[src/inc/gdm_pkg.sv]
// constants and types shared by the gate drive mode decoder
package gdm_pkg;
	localparam int PHASES = 3;
	localparam int DT_W = 8;
	localparam int CLK_PERIOD_NS = 8;
	localparam logic [2:0] MODE_SIX = 3'h0;
	localparam logic [2:0] MODE_THREE = 3'h1;
	localparam logic [2:0] MODE_SINGLE = 3'h2;
	localparam logic [2:0] MODE_HALL = 3'h3;
	localparam logic [2:0] MODE_HALL_ALT = 3'h4;
	localparam logic [2:0] COMM_STOP = 3'h0;
	localparam logic [2:0] COMM_AC = 3'h1;
	localparam logic [2:0] COMM_CB = 3'h2;
	localparam logic [2:0] COMM_AB = 3'h3;
	localparam logic [2:0] COMM_BA = 3'h4;
	localparam logic [2:0] COMM_BC = 3'h5;
	localparam logic [2:0] COMM_CA = 3'h6;
	localparam logic [2:0] COMM_ALIGN = 3'h7;
	localparam int DT_MIN_NS = 40;
	localparam logic [DT_W-1:0] DT_MIN_CYC =
		DT_W'((DT_MIN_NS + CLK_PERIOD_NS - 1) / CLK_PERIOD_NS);
	localparam int BRAKE_ALT_NS = 10000;
	localparam int ALT_W = 11;
	localparam logic [ALT_W-1:0] BRAKE_ALT_CYC = ALT_W'(BRAKE_ALT_NS / CLK_PERIOD_NS);
	localparam logic [ALT_W-1:0] ALT_CNT_RST = 11'h000;
	localparam logic [DT_W-1:0] DT_CNT_RST = 8'h00;
	localparam logic [2:0] GATES_RST = 3'h0;
	typedef enum logic [1:0] {
		BRK_ALL_LOW = 2'b00,
		BRK_ALL_HIGH = 2'b01,
		BRK_ALTERNATE = 2'b10,
		BRK_HIZ = 2'b11
	} gdm_brake_t;
	typedef enum logic [1:0] {
		ROLE_OFF = 2'b00,
		ROLE_PWM = 2'b01,
		ROLE_LOW_ON = 2'b10
	} gdm_role_t;
	typedef enum logic [2:0] {
		OP_IDLE = 3'b000,
		OP_SIX = 3'b001,
		OP_THREE = 3'b010,
		OP_SINGLE = 3'b011,
		OP_HALL = 3'b100,
		OP_BRAKE = 3'b101
	} gdm_op_t;
endpackage

[src/inc/gdm_gate_if.sv]
// gate requests, dead times and resulting gate levels of the three phases
`timescale 1ns/10ps
interface gdm_gate_if;
	logic [2:0] req_hi;
	logic [2:0] req_lo;
	logic [7:0] deadtime_rising;
	logic [7:0] deadtime_falling;
	logic [2:0] gate_hi;
	logic [2:0] gate_lo;
	logic [2:0] node_float;
	modport ctl (
		output req_hi, req_lo, deadtime_rising, deadtime_falling,
		input gate_hi, gate_lo, node_float
	);
	modport drv (
		input req_hi, req_lo, deadtime_rising, deadtime_falling,
		output gate_hi, gate_lo, node_float
	);
endinterface

[src/hw/gdm_deadtime.sv]
// dead time insertion for the three half bridges
`timescale 1ns/10ps
module gdm_deadtime (
	input wire logic clk_sys_i,
	input wire logic rst_n_i,
	gdm_gate_if.drv gate
);
	typedef struct packed {
		logic [2:0] hi;
		logic [2:0] lo;
		logic [2:0] flt;
		logic [2:0][7:0] hi_off;
		logic [2:0][7:0] lo_off;
	} gdm_dt_state_t;

	gdm_dt_state_t s;
	gdm_dt_state_t next_s;

	always_comb begin
		next_s = s;
		for (int i = 0; i < gdm_pkg::PHASES; i++) begin
			// off-time counters saturate so long idle periods never wrap
			next_s.lo_off[i] = s.lo[i] ? gdm_pkg::DT_CNT_RST :
				(&s.lo_off[i] ? s.lo_off[i] : s.lo_off[i] + 8'h01);
			next_s.hi_off[i] = s.hi[i] ? gdm_pkg::DT_CNT_RST :
				(&s.hi_off[i] ? s.hi_off[i] : s.hi_off[i] + 8'h01);
			// a gate turns on only once its partner has been off long enough
			next_s.hi[i] = gate.req_hi[i] & ~gate.req_lo[i] & ~s.lo[i] &
				(s.lo_off[i] >= gate.deadtime_rising);
			next_s.lo[i] = gate.req_lo[i] & ~gate.req_hi[i] & ~s.hi[i] &
				(s.hi_off[i] >= gate.deadtime_falling);
			next_s.flt[i] = ~next_s.hi[i] & ~next_s.lo[i];
		end
	end

	always_ff @(posedge clk_sys_i or negedge rst_n_i) begin
		if (!rst_n_i) begin
			s <= '{hi: gdm_pkg::GATES_RST, lo: gdm_pkg::GATES_RST, flt: 3'h7,
				hi_off: '0, lo_off: '0};
		end else begin
			s <= next_s;
		end
	end

	assign gate.gate_hi = s.hi;
	assign gate.gate_lo = s.lo;
	assign gate.node_float = s.flt;
endmodule

[src/hw/gdm_brake_alt.sv]
// divider that paces the alternating brake pattern
`timescale 1ns/10ps
module gdm_brake_alt (
	input wire logic clk_sys_i,
	input wire logic rst_n_i,
	input wire logic run_i,
	output logic alt_phase_o
);
	typedef struct packed {
		logic [10:0] cnt;
		logic phase;
	} gdm_alt_state_t;

	gdm_alt_state_t s;
	gdm_alt_state_t next_s;

	always_comb begin
		next_s = s;
		if (!run_i) begin
			// restart on the low side so every brake begins the same way
			next_s.cnt = gdm_pkg::ALT_CNT_RST;
			next_s.phase = 1'b0;
		end else if (s.cnt == gdm_pkg::BRAKE_ALT_CYC - 11'h001) begin
			next_s.cnt = gdm_pkg::ALT_CNT_RST;
			next_s.phase = ~s.phase;
		end else begin
			next_s.cnt = s.cnt + 11'h001;
		end
	end

	always_ff @(posedge clk_sys_i or negedge rst_n_i) begin
		if (!rst_n_i) begin
			s <= '{cnt: gdm_pkg::ALT_CNT_RST, phase: 1'b0};
		end else begin
			s <= next_s;
		end
	end

	assign alt_phase_o = s.phase;
endmodule

[src/hw/gdm_mode_decoder.sv]
// input mode decoder of the three phase gate driver
// Contract
// - mode 0 selects six input operation
// - mode 1 selects three input operation
// - mode 2 selects single input commutation
// - two hall single input variants also selectable
// - six input: decode each phase pair
// - six input: enforce device minimum dead time
// - brake low overrides all pwm inputs
// - brake pattern: low, high, alternate, hiz
// - three input: low side is complement
// - three input: low input high floats phase
// - three input: rise and fall dead times
// - single input: phase a pwm reproduced
// - single input: inputs choose commutation state
// - single input: programmed dead time inserted
// - commutation code table incl align and stop
// - freewheel select: active or diode freewheeling
`timescale 1ns/10ps
module gdm_mode_decoder (
	input wire logic clk_sys_i,
	input wire logic nrst_i,
	input wire logic [2:0] drive_mode_select_i,
	input wire logic brake_request_n_i,
	input wire logic [1:0] brake_pattern_i,
	input wire logic freewheel_select_i,
	input wire logic [7:0] deadtime_rising_i,
	input wire logic [7:0] deadtime_falling_i,
	input wire logic [2:0] high_side_pwm_in_i,
	input wire logic [2:0] low_side_pwm_in_i,
	output logic [2:0] high_gate_out_o,
	output logic [2:0] low_gate_out_o,
	output logic [2:0] phase_node_float_o,
	output logic [2:0] op_state_o,
	output logic [3:0] comm_step_o
);
	typedef struct packed {
		gdm_pkg::gdm_op_t op;
		logic [2:0] req_hi;
		logic [2:0] req_lo;
		logic [7:0] deadtime_rising;
		logic [7:0] deadtime_falling;
		logic [3:0] step;
	} gdm_dec_state_t;

	gdm_dec_state_t s;
	gdm_dec_state_t next_s;
	logic rst_meta;
	logic rst_n;
	logic alt_phase;
	logic [5:0] roles;

	gdm_gate_if gate_if ();

	// phase roles {c, b, a} for a commutation code and the phase c step bit
	function automatic logic [5:0] comm_roles(input logic [2:0] code, input logic step);
		logic [5:0] r;
		r = {gdm_pkg::ROLE_OFF, gdm_pkg::ROLE_OFF, gdm_pkg::ROLE_OFF};
		case (code)
			// the step bit selects the state between the previous and this one
			gdm_pkg::COMM_AB: begin
				r = step ? {gdm_pkg::ROLE_LOW_ON, gdm_pkg::ROLE_LOW_ON, gdm_pkg::ROLE_PWM} :
					{gdm_pkg::ROLE_OFF, gdm_pkg::ROLE_LOW_ON, gdm_pkg::ROLE_PWM};
			end
			gdm_pkg::COMM_CB: begin
				r = step ? {gdm_pkg::ROLE_PWM, gdm_pkg::ROLE_LOW_ON, gdm_pkg::ROLE_PWM} :
					{gdm_pkg::ROLE_PWM, gdm_pkg::ROLE_LOW_ON, gdm_pkg::ROLE_OFF};
			end
			gdm_pkg::COMM_CA: begin
				r = step ? {gdm_pkg::ROLE_PWM, gdm_pkg::ROLE_LOW_ON, gdm_pkg::ROLE_LOW_ON} :
					{gdm_pkg::ROLE_PWM, gdm_pkg::ROLE_OFF, gdm_pkg::ROLE_LOW_ON};
			end
			gdm_pkg::COMM_BA: begin
				r = step ? {gdm_pkg::ROLE_PWM, gdm_pkg::ROLE_PWM, gdm_pkg::ROLE_LOW_ON} :
					{gdm_pkg::ROLE_OFF, gdm_pkg::ROLE_PWM, gdm_pkg::ROLE_LOW_ON};
			end
			gdm_pkg::COMM_BC: begin
				r = step ? {gdm_pkg::ROLE_LOW_ON, gdm_pkg::ROLE_PWM, gdm_pkg::ROLE_LOW_ON} :
					{gdm_pkg::ROLE_LOW_ON, gdm_pkg::ROLE_PWM, gdm_pkg::ROLE_OFF};
			end
			gdm_pkg::COMM_AC: begin
				r = step ? {gdm_pkg::ROLE_LOW_ON, gdm_pkg::ROLE_PWM, gdm_pkg::ROLE_PWM} :
					{gdm_pkg::ROLE_LOW_ON, gdm_pkg::ROLE_OFF, gdm_pkg::ROLE_PWM};
			end
			gdm_pkg::COMM_ALIGN: begin
				r = {gdm_pkg::ROLE_LOW_ON, gdm_pkg::ROLE_LOW_ON, gdm_pkg::ROLE_PWM};
			end
			default: begin
				r = {gdm_pkg::ROLE_OFF, gdm_pkg::ROLE_OFF, gdm_pkg::ROLE_OFF};
			end
		endcase
		return r;
	endfunction

	// step index 0..11 of the commutation sequence, 14 align, 15 stop
	function automatic logic [3:0] comm_index(input logic [2:0] code, input logic step);
		logic [3:0] n;
		n = 4'hf;
		case (code)
			gdm_pkg::COMM_AB: begin
				n = step ? 4'hb : 4'h0;
			end
			gdm_pkg::COMM_CB: begin
				n = step ? 4'h1 : 4'h2;
			end
			gdm_pkg::COMM_CA: begin
				n = step ? 4'h3 : 4'h4;
			end
			gdm_pkg::COMM_BA: begin
				n = step ? 4'h5 : 4'h6;
			end
			gdm_pkg::COMM_BC: begin
				n = step ? 4'h7 : 4'h8;
			end
			gdm_pkg::COMM_AC: begin
				n = step ? 4'h9 : 4'ha;
			end
			gdm_pkg::COMM_ALIGN: begin
				n = 4'he;
			end
			default: begin
				n = 4'hf;
			end
		endcase
		return n;
	endfunction

	// reset is released through two flops so every flop leaves reset together
	always_ff @(posedge clk_sys_i or negedge nrst_i) begin
		if (!nrst_i) begin
			rst_meta <= 1'b0;
			rst_n <= 1'b0;
		end else begin
			rst_meta <= 1'b1;
			rst_n <= rst_meta;
		end
	end

	// commutation code is {low a, high b, low b}; high c is the twelve step bit
	always_comb begin
		roles = comm_roles({low_side_pwm_in_i[0], high_side_pwm_in_i[1],
			low_side_pwm_in_i[1]}, high_side_pwm_in_i[2]);
	end

	always_comb begin
		next_s = s;
		// operating state is chosen fresh every cycle; brake has priority
		if (!brake_request_n_i) begin
			next_s.op = gdm_pkg::OP_BRAKE;
		end else begin
			case (drive_mode_select_i)
				gdm_pkg::MODE_SIX: begin
					next_s.op = gdm_pkg::OP_SIX;
				end
				gdm_pkg::MODE_THREE: begin
					next_s.op = gdm_pkg::OP_THREE;
				end
				gdm_pkg::MODE_SINGLE: begin
					next_s.op = gdm_pkg::OP_SINGLE;
				end
				gdm_pkg::MODE_HALL, gdm_pkg::MODE_HALL_ALT: begin
					// hall decoding lives outside this block; gates stay off here
					next_s.op = gdm_pkg::OP_HALL;
				end
				default: begin
					next_s.op = gdm_pkg::OP_IDLE;
				end
			endcase
		end
		next_s.step = comm_index({low_side_pwm_in_i[0], high_side_pwm_in_i[1],
			low_side_pwm_in_i[1]}, high_side_pwm_in_i[2]);
		next_s.req_hi = 3'h0;
		next_s.req_lo = 3'h0;
		next_s.deadtime_rising = deadtime_rising_i;
		next_s.deadtime_falling = deadtime_falling_i;
		case (next_s.op)
			gdm_pkg::OP_SIX: begin
				// overlapping inputs decode to both off, never to both on
				next_s.req_hi = high_side_pwm_in_i & ~low_side_pwm_in_i;
				next_s.req_lo = low_side_pwm_in_i & ~high_side_pwm_in_i;
				// the controller inserts its own dead time; this is only a floor
				next_s.deadtime_rising = gdm_pkg::DT_MIN_CYC;
				next_s.deadtime_falling = gdm_pkg::DT_MIN_CYC;
			end
			gdm_pkg::OP_THREE: begin
				// a high low-side input floats the phase, as the truth table shows
				next_s.req_hi = high_side_pwm_in_i & ~low_side_pwm_in_i;
				next_s.req_lo = ~high_side_pwm_in_i & ~low_side_pwm_in_i;
				next_s.deadtime_rising = deadtime_rising_i;
				next_s.deadtime_falling = deadtime_falling_i;
			end
			gdm_pkg::OP_SINGLE: begin
				for (int i = 0; i < gdm_pkg::PHASES; i++) begin
					case (gdm_pkg::gdm_role_t'(roles[2*i +: 2]))
						gdm_pkg::ROLE_PWM: begin
							next_s.req_hi[i] = high_side_pwm_in_i[0];
							next_s.req_lo[i] = ~freewheel_select_i &
								~high_side_pwm_in_i[0];
						end
						gdm_pkg::ROLE_LOW_ON: begin
							next_s.req_lo[i] = 1'b1;
						end
						default: begin
							next_s.req_hi[i] = 1'b0;
							next_s.req_lo[i] = 1'b0;
						end
					endcase
				end
				next_s.deadtime_rising = deadtime_rising_i;
				next_s.deadtime_falling = deadtime_falling_i;
			end
			gdm_pkg::OP_BRAKE: begin
				// brake patterns still pass the dead time unit on every change
				case (gdm_pkg::gdm_brake_t'(brake_pattern_i))
					gdm_pkg::BRK_ALL_LOW: begin
						next_s.req_lo = 3'h7;
					end
					gdm_pkg::BRK_ALL_HIGH: begin
						next_s.req_hi = 3'h7;
					end
					gdm_pkg::BRK_ALTERNATE: begin
						next_s.req_hi = {3{alt_phase}};
						next_s.req_lo = {3{~alt_phase}};
					end
					default: begin
						next_s.req_hi = 3'h0;
						next_s.req_lo = 3'h0;
					end
				endcase
			end
			default: begin
				next_s.req_hi = 3'h0;
				next_s.req_lo = 3'h0;
			end
		endcase
	end

	always_ff @(posedge clk_sys_i or negedge rst_n) begin
		if (!rst_n) begin
			s <= '{op: gdm_pkg::OP_IDLE, req_hi: gdm_pkg::GATES_RST,
				req_lo: gdm_pkg::GATES_RST, deadtime_rising: gdm_pkg::DT_CNT_RST,
				deadtime_falling: gdm_pkg::DT_CNT_RST, step: 4'hf};
		end else begin
			s <= next_s;
		end
	end

	assign gate_if.req_hi = s.req_hi;
	assign gate_if.req_lo = s.req_lo;
	assign gate_if.deadtime_rising = s.deadtime_rising;
	assign gate_if.deadtime_falling = s.deadtime_falling;

	gdm_brake_alt u_brake_alt (
		.clk_sys_i(clk_sys_i),
		.rst_n_i(rst_n),
		.run_i((s.op == gdm_pkg::OP_BRAKE) &&
			(brake_pattern_i == gdm_pkg::BRK_ALTERNATE)),
		.alt_phase_o(alt_phase)
	);

	gdm_deadtime u_deadtime (
		.clk_sys_i(clk_sys_i),
		.rst_n_i(rst_n),
		.gate(gate_if.drv)
	);

	assign high_gate_out_o = gate_if.gate_hi;
	assign low_gate_out_o = gate_if.gate_lo;
	assign phase_node_float_o = gate_if.node_float;
	assign op_state_o = s.op;
	assign comm_step_o = s.step;
endmodule

[config.mk]
export PLATFORM = sky130hd
export DESIGN_NAME = gdm_mode_decoder
export DESIGN_NICKNAME = d
export VERILOG_FILES = /design/src/inc/gdm_pkg.sv /design/src/inc/gdm_gate_if.sv /design/src/hw/gdm_deadtime.sv /design/src/hw/gdm_brake_alt.sv /design/src/hw/gdm_mode_decoder.sv
export SDC_FILE = /design/constraint.sdc
export NUM_CORES = 1
export LEC_CHECK = 0
export BUFFER_PORTS_ARGS = -buffer_cell sky130_fd_sc_hd__buf_2
export CAP_MARGIN = 40
export CORE_ASPECT_RATIO = 1.4
export CORE_MARGIN = 1.5
export CORE_UTILIZATION = 60
export DETAILED_ROUTE_END_ITERATION = 8
export PLACE_DENSITY = 0.85
export REMOVE_ABC_BUFFERS = 1
export SYNTH_ARGS = -nofsm -noshare
export SYNTH_HDL_FRONTEND = slang
export SYNTH_SLANG_ARGS = --single-unit
[constraint.sdc]
create_clock -name clk_sys_i -period 4.2 [get_ports clk_sys_i]
set_input_delay 0.42 -clock clk_sys_i [delete_from_list [all_inputs] [get_ports clk_sys_i]]
set_output_delay 0.42 -clock clk_sys_i [all_outputs]
set_load 0.03 [all_outputs]
# Yosys cells after proc, flatten, opt, wreduce, memory -nomap -nowiden
# Cells that the tools add are included.
# Widths: inputs -> output; s select.
[op_classes] addsub=7 order_cmp=6 eq_ne=32 mux=41 bitwise_logic=48 reduce_logical=10
[ops] cell="$mux 8" n=12
[ops] cell="$add 8x1->8 const B" n=6
[ops] cell="$ge 8x8->1" n=6
[ops] cell="$reduce_and 8->1" n=6
[ops] cell="$pmux 6 s7" n=1
[ops] cell="$pmux 4 s7" n=1
[ops] cell="$pmux 6 s4" n=1
[ops] cell="$and 1x1->1" n=22
[ops] cell="$eq 3x3->1 const B" n=7
[ops] cell="$not 1->1" n=21
[ops] cell="$eq 3x2->1 const B" n=6
[ops] cell="$mux 16" n=1
[ops] cell="$mux 12" n=1
[ops] cell="$mux 4" n=3
[ops] cell="$ne 2x1->1 const B" n=6
[ops] cell="$pmux 3 s2" n=2
[ops] cell="$pmux 3 s4" n=1
[ops] cell="$add 11x1->11 const B" n=1
[ops] cell="$eq 11x11->1 const B" n=1
[ops] cell="$mux 11" n=1
[ops] cell="$and 3x3->3" n=3
[ops] cell="$eq 3x1->1 const B" n=3
[ops] cell="$mux 3" n=3
[ops] cell="$eq 2x1->1 const B" n=4
[ops] cell="other kinds (12)" n=25
[totals] reg_bits=100 in_bits=31 output_inout_bits=16 wordCells=163

# Depth between registers and ports, before layout
# Gate-level depths: netlist of run 1.
[logic_depth] word_depth=6 ltp_mapped=9 depth_no_buf=9

# Modules after synthesis
# A second synthesis of run 1 with hierarchy kept.
[hier_totals] cells_unflattened=574 area_unflattened_um2=5808.1
[modules_own_cells] module="gdm_deadtime" n_inst=1 cells_per_inst=378 area_per_inst_um2=3743.6
[modules_own_cells] module="gdm_mode_decoder" n_inst=1 cells_per_inst=137 area_per_inst_um2=1480.2
[modules_own_cells] module="gdm_brake_alt" n_inst=1 cells_per_inst=59 area_per_inst_um2=584.3

# Worst setup path before layout of run 1
# No wires, ideal clock.
[synth_path] path_type="input to register" startpoint="input port low_side_pwm_in_i[1]" endpoint="register s, in the netlist gate_if.req_lo[1]" setup_ps=104 t_arrival_ps=1743 required_time_ps=4096 setup_slack_ps=2353 cell_stages=7 path_buffers=1 path_cell_list="clkbuf_1 -> inv_1 -> nor2_1 -> o21a_1 -> ha_1 -> or3_1 -> o311ai_1"
[synth_rtl] element="start: declaration" line="gdm_mode_decoder.sv:30" rtl="input wire logic [2:0] low_side_pwm_in_i,"
[synth_rtl] element="end signal: assignment" line="gdm_mode_decoder.sv:240" rtl="s <= '{op: gdm_pkg::OP_IDLE, req_hi: gdm_pkg::GATES_RST,"
[synth_rtl] element="end signal: assignment" line="gdm_mode_decoder.sv:244" rtl="s <= next_s;"
[synth_rtl] element="end: declaration" line="gdm_mode_decoder.sv:46" rtl="gdm_dec_state_t s;"

==> reports/qor.txt, run 1 <==
STATUS
----------------------------------------------------------------------------------
Outcome                                                               finished clean

WORST HOLD PATH
----------------------------------------------------------------------------------
Worst hold stages                                                                2
Type of the worst min-delay path                                         in -> reg
Worst min-delay path endpoint                                         gate_if.deadtime_rising[2]
Start point of the worst hold path                                    deadtime_rising_i[2]

CLOCK TREE
----------------------------------------------------------------------------------
Clock buffer count from CTS                                                      9
Setup repair bufs after CTS                                                      0
Clock transition at path regs                                                70 ps
Root buffer selected by CTS                                           sky130_fd_sc_hd__clkbuf_16
Clock tree from TritonCTS                                                     done
Clock latency at the later pin of the worst-skew pair                       350 ps
H-tree Lvls                                                                      3
Total clock sinks                                                              100
Deepest clock path buffer count                                                  2

FLOW RUN
----------------------------------------------------------------------------------
Reported max-cap violation count                                                 0

GRT
----------------------------------------------------------------------------------
Largest net degree at the start of global routing                               71
Residual overflow from global routing                                            0
Wire length of the first global-routing pass                              19900 µm
Number of antenna violations at the first check in global routing                0
Via count of the first global-routing pass                                    4382
Overall track demand over capacity in global routing                         0.246

CRITICAL PATH
----------------------------------------------------------------------------------
Capturing element type of the critical path                               register
Maximum net fanout on the critical path                                          4
Critical path start-end classification                                  reg -> reg
Cells on worst reg2reg path                                                      7
List of cells traversed by the critical path                          inv_1, ha_1, nand2b_1, a2111oi_0, o21a_1, o21ai_1, nor2_1
Startpoint kind of the worst setup timing path                            register
Crit path buf inv count                                                          1
Master of the slowest instance on the critical path                   sky130_fd_sc_hd__a2111oi_0
Worst r2r src                                                         u_deadtime.s[32]
CP peak stage delay                                                         550 ps
Kind of cell adding the most delay to the critical path               compound AO/OA/AOI/OAI gates
Reg-to-Reg End                                                        u_deadtime.gate.node_float[1]
Worst endpoint data arrival time                                           2250 ps
R2r setup slk                                                              2220 ps
Required time worst endpoint                                               4480 ps

LAYOUT
----------------------------------------------------------------------------------
Relative area change from synthesis to final layout                          9.35%
Share of final-layout standard cells stronger than drive strength 1          0.130
Final Non-Filler Cells                                                         743
Area of all placed cells without fillers                               0.00632 mm²
Antenna cells                                                                    0
Final-stage net count                                                          724

PLACEMENT
----------------------------------------------------------------------------------
HPWL after detailed placement                                              8810 µm
Placed Cells                                                                   726
Number of buffers added on ports                                                46
Placed inst area                                                       0.00603 mm²
Last weighted congestion value of the routability-driven placer              0.828
Worst Setup Slack post-DPL                                                 2110 ps

DIE
----------------------------------------------------------------------------------
Die Y-Extent                                                                119 µm
Initial Util                                                                 0.615
DIE WIDTH                                                                  86.0 µm
Top-Level Pins                                                                  47
Die Outline Area                                                        0.0102 mm²
Placement row count                                                             42
Core region area                                                       0.00941 mm²

YOSYS
----------------------------------------------------------------------------------
Portion of synthesized cell area occupied by the leading cell type           0.403
Ys Warns                                                                         0
Cell count after synthesis                                                     594
Largest cells by area after synthesis                                 sky130_fd_sc_hd__dfrtp_1 (40%), sky130_fd_sc_hd__ha_1 (14%), sky130_fd_sc_hd__nor2_1 (4.8%)
Async SR Flop Fraction                                                        1.00
Number of enable-type register cells in the synthesized netlist                  0
Yosys top cell by area                                                sky130_fd_sc_hd__dfrtp_1
Leading post-synthesis cells by instance count                        sky130_fd_sc_hd__dfrtp_1 (93), sky130_fd_sc_hd__nor2_1 (74), sky130_fd_sc_hd__ha_1 (65)
Sequential fraction of the synthesis area                                    0.434
Area of the mapped netlist                                             0.00578 mm²
Average instance area after synthesis                                     9.73 µm²
Primary FF master, synth                                              sky130_fd_sc_hd__dfrtp_1
Most used standard cell by instance count after synthesis             sky130_fd_sc_hd__dfrtp_1
Unique masters post-synth                                                       53
Post-synthesis sequential element count                                        100

PWR
----------------------------------------------------------------------------------
Sum of internal, switching and leakage power                               3.36 mW
Worst voltage drop across the vdd grid                                  0.000231 V
Pwr dens                                                                532 mW/mm²
Leakage Power                                                              2.97 nW

TIMING
----------------------------------------------------------------------------------
Pins over their slew limit                                                       0
Maximum clock frequency                                                    506 MHz
Max_slew headroom                                                            0.408
Number of setup violations in the final report                                   0
Clock period minus worst slack                                             1980 ps
Share of the clock period used by the worst path after layout                0.470
Final Hold Vio Count                                                             0
Least-Margin Pin Slew                                                       884 ps
Slack of the critical path                                                 2220 ps
Setup total negative slack                                                    0 ps
Unrepaired setup endpoints after global routing                                 no
Final worst clock skew                                                     3.90 ps

ROUTE
----------------------------------------------------------------------------------
Routed wire length per instance                                            15.9 µm
Overall via count from detail_route                                           4435
DRT iter0 DRCs                                                                 174
First-pass detailed-route iteration total                                        4
Remaining antenna violation count                                                0
Wire length after detailed routing                                        11800 µm
DR DRC count                                                                     0
Post-detailed-route via-to-cell ratio                                         5.97

## cells by family after synthesis
group | synth area share
AND/OR/NAND/NOR | 0.200
AO/OA/AOI/OAI | 0.113
flip-flops | 0.434
adder cells (fa/ha/maj) | 0.141
buffers and inverters | 0.0498
XOR/XNOR | 0.0455
multiplexers | 0.0156
other | 0.000649
## per-layer routing
| layer | share of wire | track usage |
|---|---|---|
| met1 | 0.42 | 0.299 |
| met2 | 0.51 | 0.416 |
| met3 | 0.035 | 0.0326 |
| met4 | 0.037 | 0.138 |
| met5 | 0 | 0 |
## worst max path at each step
stage,from,end,slack (ps),depth (start not counted)
2_1_floorplan,rst_n,gate_if.deadtime_falling[0],1220,0
3_3_place_gp,drive_mode_select_i[0],gate_if.deadtime_falling[5],2220,6
3_5_place_dp,drive_mode_select_i[0],gate_if.deadtime_falling[1],2110,6
4_1_cts,u_deadtime.s[32],u_deadtime.gate.node_float[1],2190,7
5_1_grt,u_deadtime.s[24],u_deadtime.gate.node_float[0],2110,7
6_report,u_deadtime.s[32],u_deadtime.gate.node_float[1],2220,7
## flip-flops by register name (all words and copies together) (netlist names), 4 cells and up
name / cells
comm_step_o: 4
gate_if.deadtime_falling: 8
gate_if.deadtime_rising: 8
u_brake_alt.s: 11
u_deadtime.s: 48
## area by class of cell
| cell class | count | area (µm²) |
|---|---|---|
| well taps | 110 | 138 |
| fillers | 699 | 3090 |
| clock buffers | 9 | 225 |
| multi-input cells | 434 | 2980 |
| flip-flops and latches | 100 | 2510 |
| clock inverters | 7 | 58.8 |
| inverters | 34 | 128 |
| repair buffers | 49 | 275 |
## through the flow
| step | hold WS [ps] | utilization |
|---|---|---|
| 2_1_floorplan | 124 | - |
| 3_3_place_gp | 204 | 0.638 |
| 3_5_place_dp | 209 | 0.641 |
| 4_1_cts | 262 | 0.672 |
| 5_1_grt | 263 | 0.672 |
| 6_report | 260 | 0.672 |
## repair_timing
action	4_1_cts	5_1_grt
hold buffers	1	0
hold endpoints to repair	2	0
resized for setup	0	0
endpoints found under the setup margin	0	0
## power breakdown
group          internal [mW]  switching (mW)  leakage, nW
registers               1.21           0.320         1.25
logic                  0.477           0.555         1.59
clock network          0.411           0.388        0.133
total                   2.10            1.26         2.97
## cell usage in the layout, fill, tap and decap left out, types with 6 or more instances in the layout
cell                        instances
sky130_fd_sc_hd__a2111oi_0          6
sky130_fd_sc_hd__a21oi_1           29
sky130_fd_sc_hd__a31oi_1            7
sky130_fd_sc_hd__and2b_1            6
sky130_fd_sc_hd__and3_1             9
sky130_fd_sc_hd__buf_2             46
sky130_fd_sc_hd__clkbuf_16          9
sky130_fd_sc_hd__dfrtp_1           92
sky130_fd_sc_hd__dfstp_2            7
sky130_fd_sc_hd__ha_1              65
sky130_fd_sc_hd__inv_1             34
sky130_fd_sc_hd__mux2i_1            9
sky130_fd_sc_hd__nand2_1           31
sky130_fd_sc_hd__nand2b_1           6
sky130_fd_sc_hd__nand3_1           33
sky130_fd_sc_hd__nand4_1            7
sky130_fd_sc_hd__nor2_1            74
sky130_fd_sc_hd__nor2b_1           11
sky130_fd_sc_hd__nor3_1            15
sky130_fd_sc_hd__o21a_1            10
sky130_fd_sc_hd__o21ai_0           23
sky130_fd_sc_hd__xnor2_1           18
sky130_fd_sc_hd__xor2_1            12
Power figures use the tool's default switching activity.
==> inputs of run 2 (changes only) <==
- CORE_UTILIZATION: 60 -> 55
- PLACE_DENSITY: 0.85 -> 0.82
- clock period: 4.2 -> 1.7 ns (I/O delays scaled with it)
==> run 2 against run 1 <==
The flow now finishes with violations (setup timing). Register-to-register slack got worse by 2300 ps. Sequential share of layout area shrank 1.7 points. Utilization decreased by 3.0 points. Final cell count rose by 6.2%. First-iteration DRC count up 29%. Fmax increased by 13%. Setup slack worse by 2300 ps. Sequential power rose by 150%. Largest power group unchanged. Highest routed layer unchanged.
==> reports/qor.txt, run 2 (synthesis gave the netlist of run 1 again) <==
ROUTE
-------------------------------------------------------------------------------------
Overall via count from detail_route                                              4541   +2.4%
Routed wire length per instance                                               16.1 µm   +1.3%
Wire length after detailed routing                                           12700 µm   +7.5%
Remaining antenna violation count                                                   0   unchanged
DR DRC count                                                                        0   unchanged
First-pass detailed-route iteration total                                           4   unchanged
Post-detailed-route via-to-cell ratio                                            5.76   -3.6%
DRT iter0 DRCs                                                                    224   +29%

CRITICAL PATH
-------------------------------------------------------------------------------------
Startpoint kind of the worst setup timing path                               register
Capturing element type of the critical path                                  register
Worst r2r src                                                            gate_if.deadtime_falling[0]
Cells on worst reg2reg path                                                         6   -1
Maximum net fanout on the critical path                                             3   -1
Critical path start-end classification                                     reg -> reg
Worst endpoint data arrival time                                              2030 ps   -220 ps
Required time worst endpoint                                                  1980 ps   -2500 ps
Reg-to-Reg End                                                           u_deadtime.gate.node_float[2]
R2r setup slk                                                                  -50 ps   -2280 ps

PLACEMENT
-------------------------------------------------------------------------------------
Worst Setup Slack post-DPL                                                    -195 ps   -2310 ps
Number of buffers added on ports                                                   46   unchanged
HPWL after detailed placement                                                 9130 µm   +3.6%
Last weighted congestion value of the routability-driven placer                 0.896   +8.2%
Placed Cells                                                                      771   +6.2%

WORST HOLD PATH
-------------------------------------------------------------------------------------
Start point of the worst hold path                                       deadtime_falling_i[2]
Type of the worst min-delay path                                            in -> reg
Worst min-delay path endpoint                                            gate_if.deadtime_falling[2]
Worst hold stages                                                                   2   unchanged

CLOCK TREE
-------------------------------------------------------------------------------------
Clock latency at the later pin of the worst-skew pair                          350 ps   about the same
Root buffer selected by CTS                                              sky130_fd_sc_hd__clkbuf_16
Clock buffer count from CTS                                                         9   unchanged
Clock transition at path regs                                                   70 ps   about the same
Total clock sinks                                                                 100   unchanged
H-tree Lvls                                                                         3   unchanged
Clock tree from TritonCTS                                                        done
Deepest clock path buffer count                                                     2   unchanged

LAYOUT
-------------------------------------------------------------------------------------
Flip-flop count of the largest register, all copies and words added                48   unchanged
Most frequent standard cell in the layout excluding fill and tap cells   sky130_fd_sc_hd__dfrtp_1
Leading cell types in the layout, fill and taps excluded                 sky130_fd_sc_hd__dfrtp_1 (92), sky130_fd_sc_hd__nor2_1 (73), sky130_fd_sc_hd__ha_1 (64)
Most flops, register                                                     u_deadtime.s
Final-stage net count                                                             742   +2.5%
Final Non-Filler Cells                                                            789   +6.2%
Relative area change from synthesis to final layout                             14.3%
Regs by FF count                                                         u_deadtime.s: 48 flops, u_brake_alt.s: 11 flops
Antenna cells                                                                       0   unchanged
Layout filler cell count                                                          803   +15%
Share of final-layout standard cells stronger than drive strength 1             0.171   +0.0410

GRT
-------------------------------------------------------------------------------------
Largest net degree at the start of global routing                                  41   -42%
Overall track demand over capacity in global routing                            0.248   +0.00159
Via count of the first global-routing pass                                       4810   +9.8%
Residual overflow from global routing                                               0   unchanged
Number of antenna violations at the first check in global routing                   0   unchanged
Wire length of the first global-routing pass                                 21700 µm   +9.3%

DIE
-------------------------------------------------------------------------------------
Placement row count                                                                44   +4.8%
Core region area                                                           0.0103 mm²   +9.4%
Die Outline Area                                                           0.0111 mm²   +8.8%
Die Y-Extent                                                                   124 µm   +4.3%
Initial Util                                                                    0.561   -0.0530
Top-Level Pins                                                                     47   unchanged
DIE WIDTH                                                                     89.6 µm   +4.3%

PWR
-------------------------------------------------------------------------------------
Proportion of power drawn by flip-flops and latches                             0.428   -0.027
Clock power share                                                               0.216   -0.022
Worst voltage drop across the vdd grid                                     0.000560 V   +140%
Leakage Power                                                                 3.08 nW   +3.8%
Sum of internal, switching and leakage power                                  8.82 mW   +160%
Net Switching                                                                 3.30 mW   +160%
Pwr dens                                                                  1340 mW/mm²   +150%
Internal power                                                                5.53 mW   +160%
Switching Fraction                                                              0.374   -0.00218
Combinational share of power                                                    0.356   +0.049

TIMING
-------------------------------------------------------------------------------------
Clock period minus worst slack                                                1750 ps   -223 ps
Slack of the critical path                                                   -52.8 ps   -2280 ps
Final Hold Vio Count                                                                0   unchanged
Final worst clock skew                                                        9.18 ps   +5.28 ps
Maximum clock frequency                                                       571 MHz   +13%
Share of the clock period used by the worst path after layout                    1.03   +0.561
Pins over their slew limit                                                          0   unchanged
Number of setup violations in the final report                                      2   +2
Unrepaired setup endpoints after global routing                                   yes
Setup total negative slack                                                   -54.5 ps   -54.5 ps

STATUS
-------------------------------------------------------------------------------------
Outcome                                                                  finished, violations left
Violations in the final reports                                          setup timing

FLOW RUN
-------------------------------------------------------------------------------------
Reported max-cap violation count                                                    0   unchanged

-- run 2: cell types whose count changed in the layout (fill, tap and decap cells not counted), moves of 2 or more --
| cell | before | now |
|---|---|---|
| sky130_fd_sc_hd__a2111oi_0 | 6 | 0 |
| sky130_fd_sc_hd__a2111oi_2 | 0 | 2 |
| sky130_fd_sc_hd__a2111oi_4 | 0 | 4 |
| sky130_fd_sc_hd__buf_12 | 0 | 2 |
| sky130_fd_sc_hd__buf_4 | 1 | 18 |
| sky130_fd_sc_hd__clkbuf_1 | 0 | 2 |
| sky130_fd_sc_hd__clkinv_2 | 0 | 2 |
| sky130_fd_sc_hd__inv_6 | 4 | 0 |
| sky130_fd_sc_hd__nand2b_1 | 6 | 3 |
| sky130_fd_sc_hd__nand2b_4 | 1 | 4 |
-- run 2: through the flow --
stage	utilization	hold WS, ps	area, µm²
global route	0.642	24.2	6610
floorplan	-	-126	5620
finish	0.642	18.3	6610
global placement	0.602	-43.8	6190
detailed placement	0.602	-37.1	6190
CTS	0.635	11.6	6530
-- run 2: worst max path at each step --
| stage | from | to | slack (ps) | cells past startpoint |
|---|---|---|---|---|
| after detailed placement | gate_if.deadtime_falling[0] | u_deadtime.gate.node_float[0] | -200 | 6 |
| after global placement | gate_if.deadtime_falling[0] | u_deadtime.gate.node_float[0] | -100 | 6 |
| after floorplan | rst_n | gate_if.deadtime_falling[0] | -1280 | 0 |
| final | gate_if.deadtime_falling[0] | u_deadtime.gate.node_float[2] | -50 | 6 |
| after global routing | gate_if.deadtime_falling[0] | u_deadtime.gate.node_float[2] | -80 | 6 |
| after CTS | gate_if.deadtime_falling[0] | u_deadtime.gate.node_float[0] | 4 | 6 |
-- run 2: critical path: stages (launching register included) --
cell and delay (ps):
sky130_fd_sc_hd__dfrtp_1 420, sky130_fd_sc_hd__ha_1 300, sky130_fd_sc_hd__nand2b_4 150, sky130_fd_sc_hd__a2111oi_4 320, sky130_fd_sc_hd__nor3_1 90, sky130_fd_sc_hd__a211o_1 300
sky130_fd_sc_hd__nor2_1 110
-- run 2: per-layer routing --
layer  up-vias  part of all wire  GRT usage
met5         -                 0          0
li1       2182                 -          -
met2       102              0.52      0.417
met4         0             0.040      0.144
met3        38             0.033     0.0371
met1      2219              0.40      0.290
-- run 2: timing repair --
action	CTS	global route
buffers inserted	0	1
pin swaps	9	14
gates resized for setup	14	9
endpoints found under the hold margin	2	0
hold buffers	1	0
setup endpoints to repair	7	17
-- run 2: layout make-up --
cell class	count	area, µm²	share of cell area
Multi-Input combinational cell	434	3100	0.470
Sequential cell	100	2510	0.381
Timing Repair Buffer	67	415	0.0629
Clock buffer	12	246	0.0373
Tap cell	138	173	0.0261
Inverter	34	128	0.0193
Clock inverter	4	25.0	0.00379
-- run 2: power by group through the flow --
stage,combinational [mW],clock [mW],sequential [mW]
2_1_floorplan,1.81,0,3.70
3_3_place_gp,2.51,0,3.72
3_5_place_dp,2.74,0,3.77
4_1_cts,2.97,1.94,3.74
5_1_grt,3.55,2.03,3.87
6_report,3.14,1.91,3.77
==> inputs of run 3 (changes only) <==
- CAP_MARGIN: 40 -> 10
- CORE_UTILIZATION: 55 -> 40
- PLACE_DENSITY: 0.82 -> 0.64
==> run 3 against run 2 <==
The run still ends with setup timing left. Sequential share of layout area is 0.89 points lower. First-iteration DRC count is 30% lower. Wire length is 1.8% lower. Die area is 36% higher. Sequential cell count stayed put. Final area is 2.4% higher. Final cell count is 6.8% higher.
==> reports/qor.txt, run 3 (synthesis gave the netlist of run 1 again) <==
ROUTE
-------------------------------------------------------------------------------------
Routed wire length per instance                                               14.8 µm   -8.1%
DR DRC count                                                                        0   unchanged
Post-detailed-route via-to-cell ratio                                            5.33   -7.4%
First-pass detailed-route iteration total                                           4   unchanged
Wire length after detailed routing                                           12500 µm   -1.8%
DRT iter0 DRCs                                                                    157   -30%
Overall via count from detail_route                                              4495   -1.0%
Remaining antenna violation count                                                   0   unchanged

DIE
-------------------------------------------------------------------------------------
Initial Util                                                                    0.412   -0.150
Core region area                                                           0.0140 mm²   +36%
Die Outline Area                                                           0.0152 mm²   +36%
Top-Level Pins                                                                     47   unchanged
DIE WIDTH                                                                      105 µm   +17%
Placement row count                                                                51   +16%
Die Y-Extent                                                                   145 µm   +17%

CLOCK TREE
-------------------------------------------------------------------------------------
Deepest clock path buffer count                                                     2   unchanged
Clock buffer count from CTS                                                         9   unchanged
H-tree Lvls                                                                         3   unchanged
Clock transition at path regs                                                   60 ps   about the same
Clock latency at the later pin of the worst-skew pair                          340 ps   about the same
Total clock sinks                                                                 100   unchanged
Root buffer selected by CTS                                              sky130_fd_sc_hd__clkbuf_16
Clock tree from TritonCTS                                                        done
Setup repair bufs after CTS                                                         0   unchanged

LAYOUT
-------------------------------------------------------------------------------------
Final-stage net count                                                             749   +0.94%
Area used by multi-input combinational logic                              0.00315 mm²   +1.4%
Share of final-layout standard cells stronger than drive strength 1             0.179   +0.00882
Most flops, register                                                     u_deadtime.s
Antenna cells                                                                       0   unchanged
Layout filler cell count                                                         1321   +65%
Leading cell types in the layout, fill and taps excluded                 sky130_fd_sc_hd__dfrtp_1 (92), sky130_fd_sc_hd__nor2_1 (74), sky130_fd_sc_hd__ha_1 (65)
Flip-flop count of the largest register, all copies and words added                48   unchanged
Most frequent standard cell in the layout excluding fill and tap cells   sky130_fd_sc_hd__dfrtp_1
Core utilization of the finished layout                                         0.482   -0.160
Seq. cell area                                                            0.00251 mm²   unchanged
Relative area change from synthesis to final layout                             17.0%
Regs by FF count                                                         u_deadtime.s: 48 flops, u_brake_alt.s: 11 flops

FLOW RUN
-------------------------------------------------------------------------------------
Reported max-cap violation count                                                    0   unchanged

TIMING
-------------------------------------------------------------------------------------
Clock period minus worst slack                                                1710 ps   -45.7 ps
Setup total negative slack                                                   -7.14 ps   +47.4 ps
Final worst clock skew                                                        7.01 ps   -2.17 ps
Maximum clock frequency                                                       586 MHz   +2.7%
Number of setup violations in the final report                                      1   -1
Slack of the critical path                                                   -7.14 ps   +45.7 ps
Final Hold Vio Count                                                                0   unchanged
Unrepaired setup endpoints after global routing                                   yes
Share of the clock period used by the worst path after layout                    1.00   -0.0269
Pins over their slew limit                                                          0   unchanged

GRT
-------------------------------------------------------------------------------------
Via count of the first global-routing pass                                       4614   -4.1%
Residual overflow from global routing                                               0   unchanged
Number of antenna violations at the first check in global routing                   0   unchanged
Wire length of the first global-routing pass                                 21200 µm   -2.4%
Overall track demand over capacity in global routing                            0.171   -0.0765
Largest net degree at the start of global routing                                  29   -29%

CRITICAL PATH
-------------------------------------------------------------------------------------
Capturing element type of the critical path                                  register
Critical path start-end classification                                     reg -> reg
Required time worst endpoint                                                  1970 ps   about the same
Worst endpoint data arrival time                                              1980 ps   -50 ps
Startpoint kind of the worst setup timing path                               register
Master of the slowest instance on the critical path                      sky130_fd_sc_hd__dfrtp_1
Maximum net fanout on the critical path                                             3   unchanged
CP peak stage delay                                                            410 ps   about the same
List of cells traversed by the critical path                             ha_1, nand2b_4, a2111oi_4, nor3_2, a211o_1, nor2_1

PWR
-------------------------------------------------------------------------------------
Worst voltage drop across the vdd grid                                     0.000658 V   +17%
Sum of internal, switching and leakage power                                  8.98 mW   +1.8%
Leakage Power                                                                 3.13 nW   +1.6%
Pwr dens                                                                  1330 mW/mm²   -0.59%

PLACEMENT
-------------------------------------------------------------------------------------
Worst Setup Slack post-DPL                                                    -180 ps   +15.3 ps
Last weighted congestion value of the routability-driven placer                 0.881   -1.7%
Number of buffers added on ports                                                   46   unchanged
HPWL after detailed placement                                                 9480 µm   +3.8%

STATUS
-------------------------------------------------------------------------------------
Outcome                                                                  finished, violations left
Violations in the final reports                                          setup timing

WORST HOLD PATH
-------------------------------------------------------------------------------------
Type of the worst min-delay path                                            in -> reg

## run 3: cell count changes in the layout (fill, tap and decap cells not counted), sizes merged
cell    before  now
buf         66   73
bufinv       0    1
clkinv       2    1
## run 3: metrics by stage
step | hold WS (ps) | std cells | cell area [µm²]
2_1_floorplan | -126 | 568 | 5620
3_3_place_gp | -44.6 | 826 | 6300
3_5_place_dp | -44.4 | 826 | 6300
4_1_cts | 4.34 | 843 | 6650
5_1_grt | 18.4 | 843 | 6760
6_report | 20.2 | 843 | 6760
## run 3: final timing paths
kind,from,slack (ps),endpoint,depth (start not counted)
max reg2reg,gate_if.deadtime_falling[0],-7,u_deadtime.gate.node_float[0],6
min reg2reg,rst_n,260,gate_if.deadtime_rising[3],0
min,deadtime_falling_i[2],20,gate_if.deadtime_falling[2],2
max in group asynchronous,rst_n,880,u_deadtime.s[36],1
min in group asynchronous,nrst_i,130,rst_n,2
max,gate_if.deadtime_falling[0],-7,u_deadtime.gate.node_float[0],6
## run 3: layer usage
metal | vias up | part of all wire | GRT usage
met1 | 2228 | 0.43 | 0.200
met3 | 13 | 0.028 | 0.0292
met5 | - | 0 | 0
met4 | 0 | 0.017 | 0.0610
li1 | 2190 | - | -
met2 | 64 | 0.53 | 0.312
## run 3: layout make-up
| cell class | instances | area share |
|---|---|---|
| Sequential cell | 100 | 0.372 |
| Inverter | 34 | 0.0189 |
| Multi-Input combinational cell | 434 | 0.465 |
| Clock inverter | 4 | 0.00740 |
| Timing Repair Buffer | 74 | 0.0673 |
| Clock buffer | 12 | 0.0350 |
| Tap cell | 185 | 0.0342 |
## run 3: repair_timing
action | in CTS | in global routing
pin swaps | 9 | 11
resized for setup | 13 | 13
hold buffers | 1 | 0
endpoints found under the hold margin | 2 | 0
setup endpoints to repair | 8 | 9
## run 3: where the power goes
part	internal, mW	total, mW	switching [mW]
registers	2.99	3.76	0.772
logic	1.59	3.21	1.63
clock network	1.14	2.01	0.865
## run 3: worst max-delay path, delay by kind of cell (launching register included)
family                     cells  cell delay, ps
AOI/OAI and AO/OA              2             570
adders and majority gates      1             300
DFF                            1             410
and+or+nand+nor                3             340
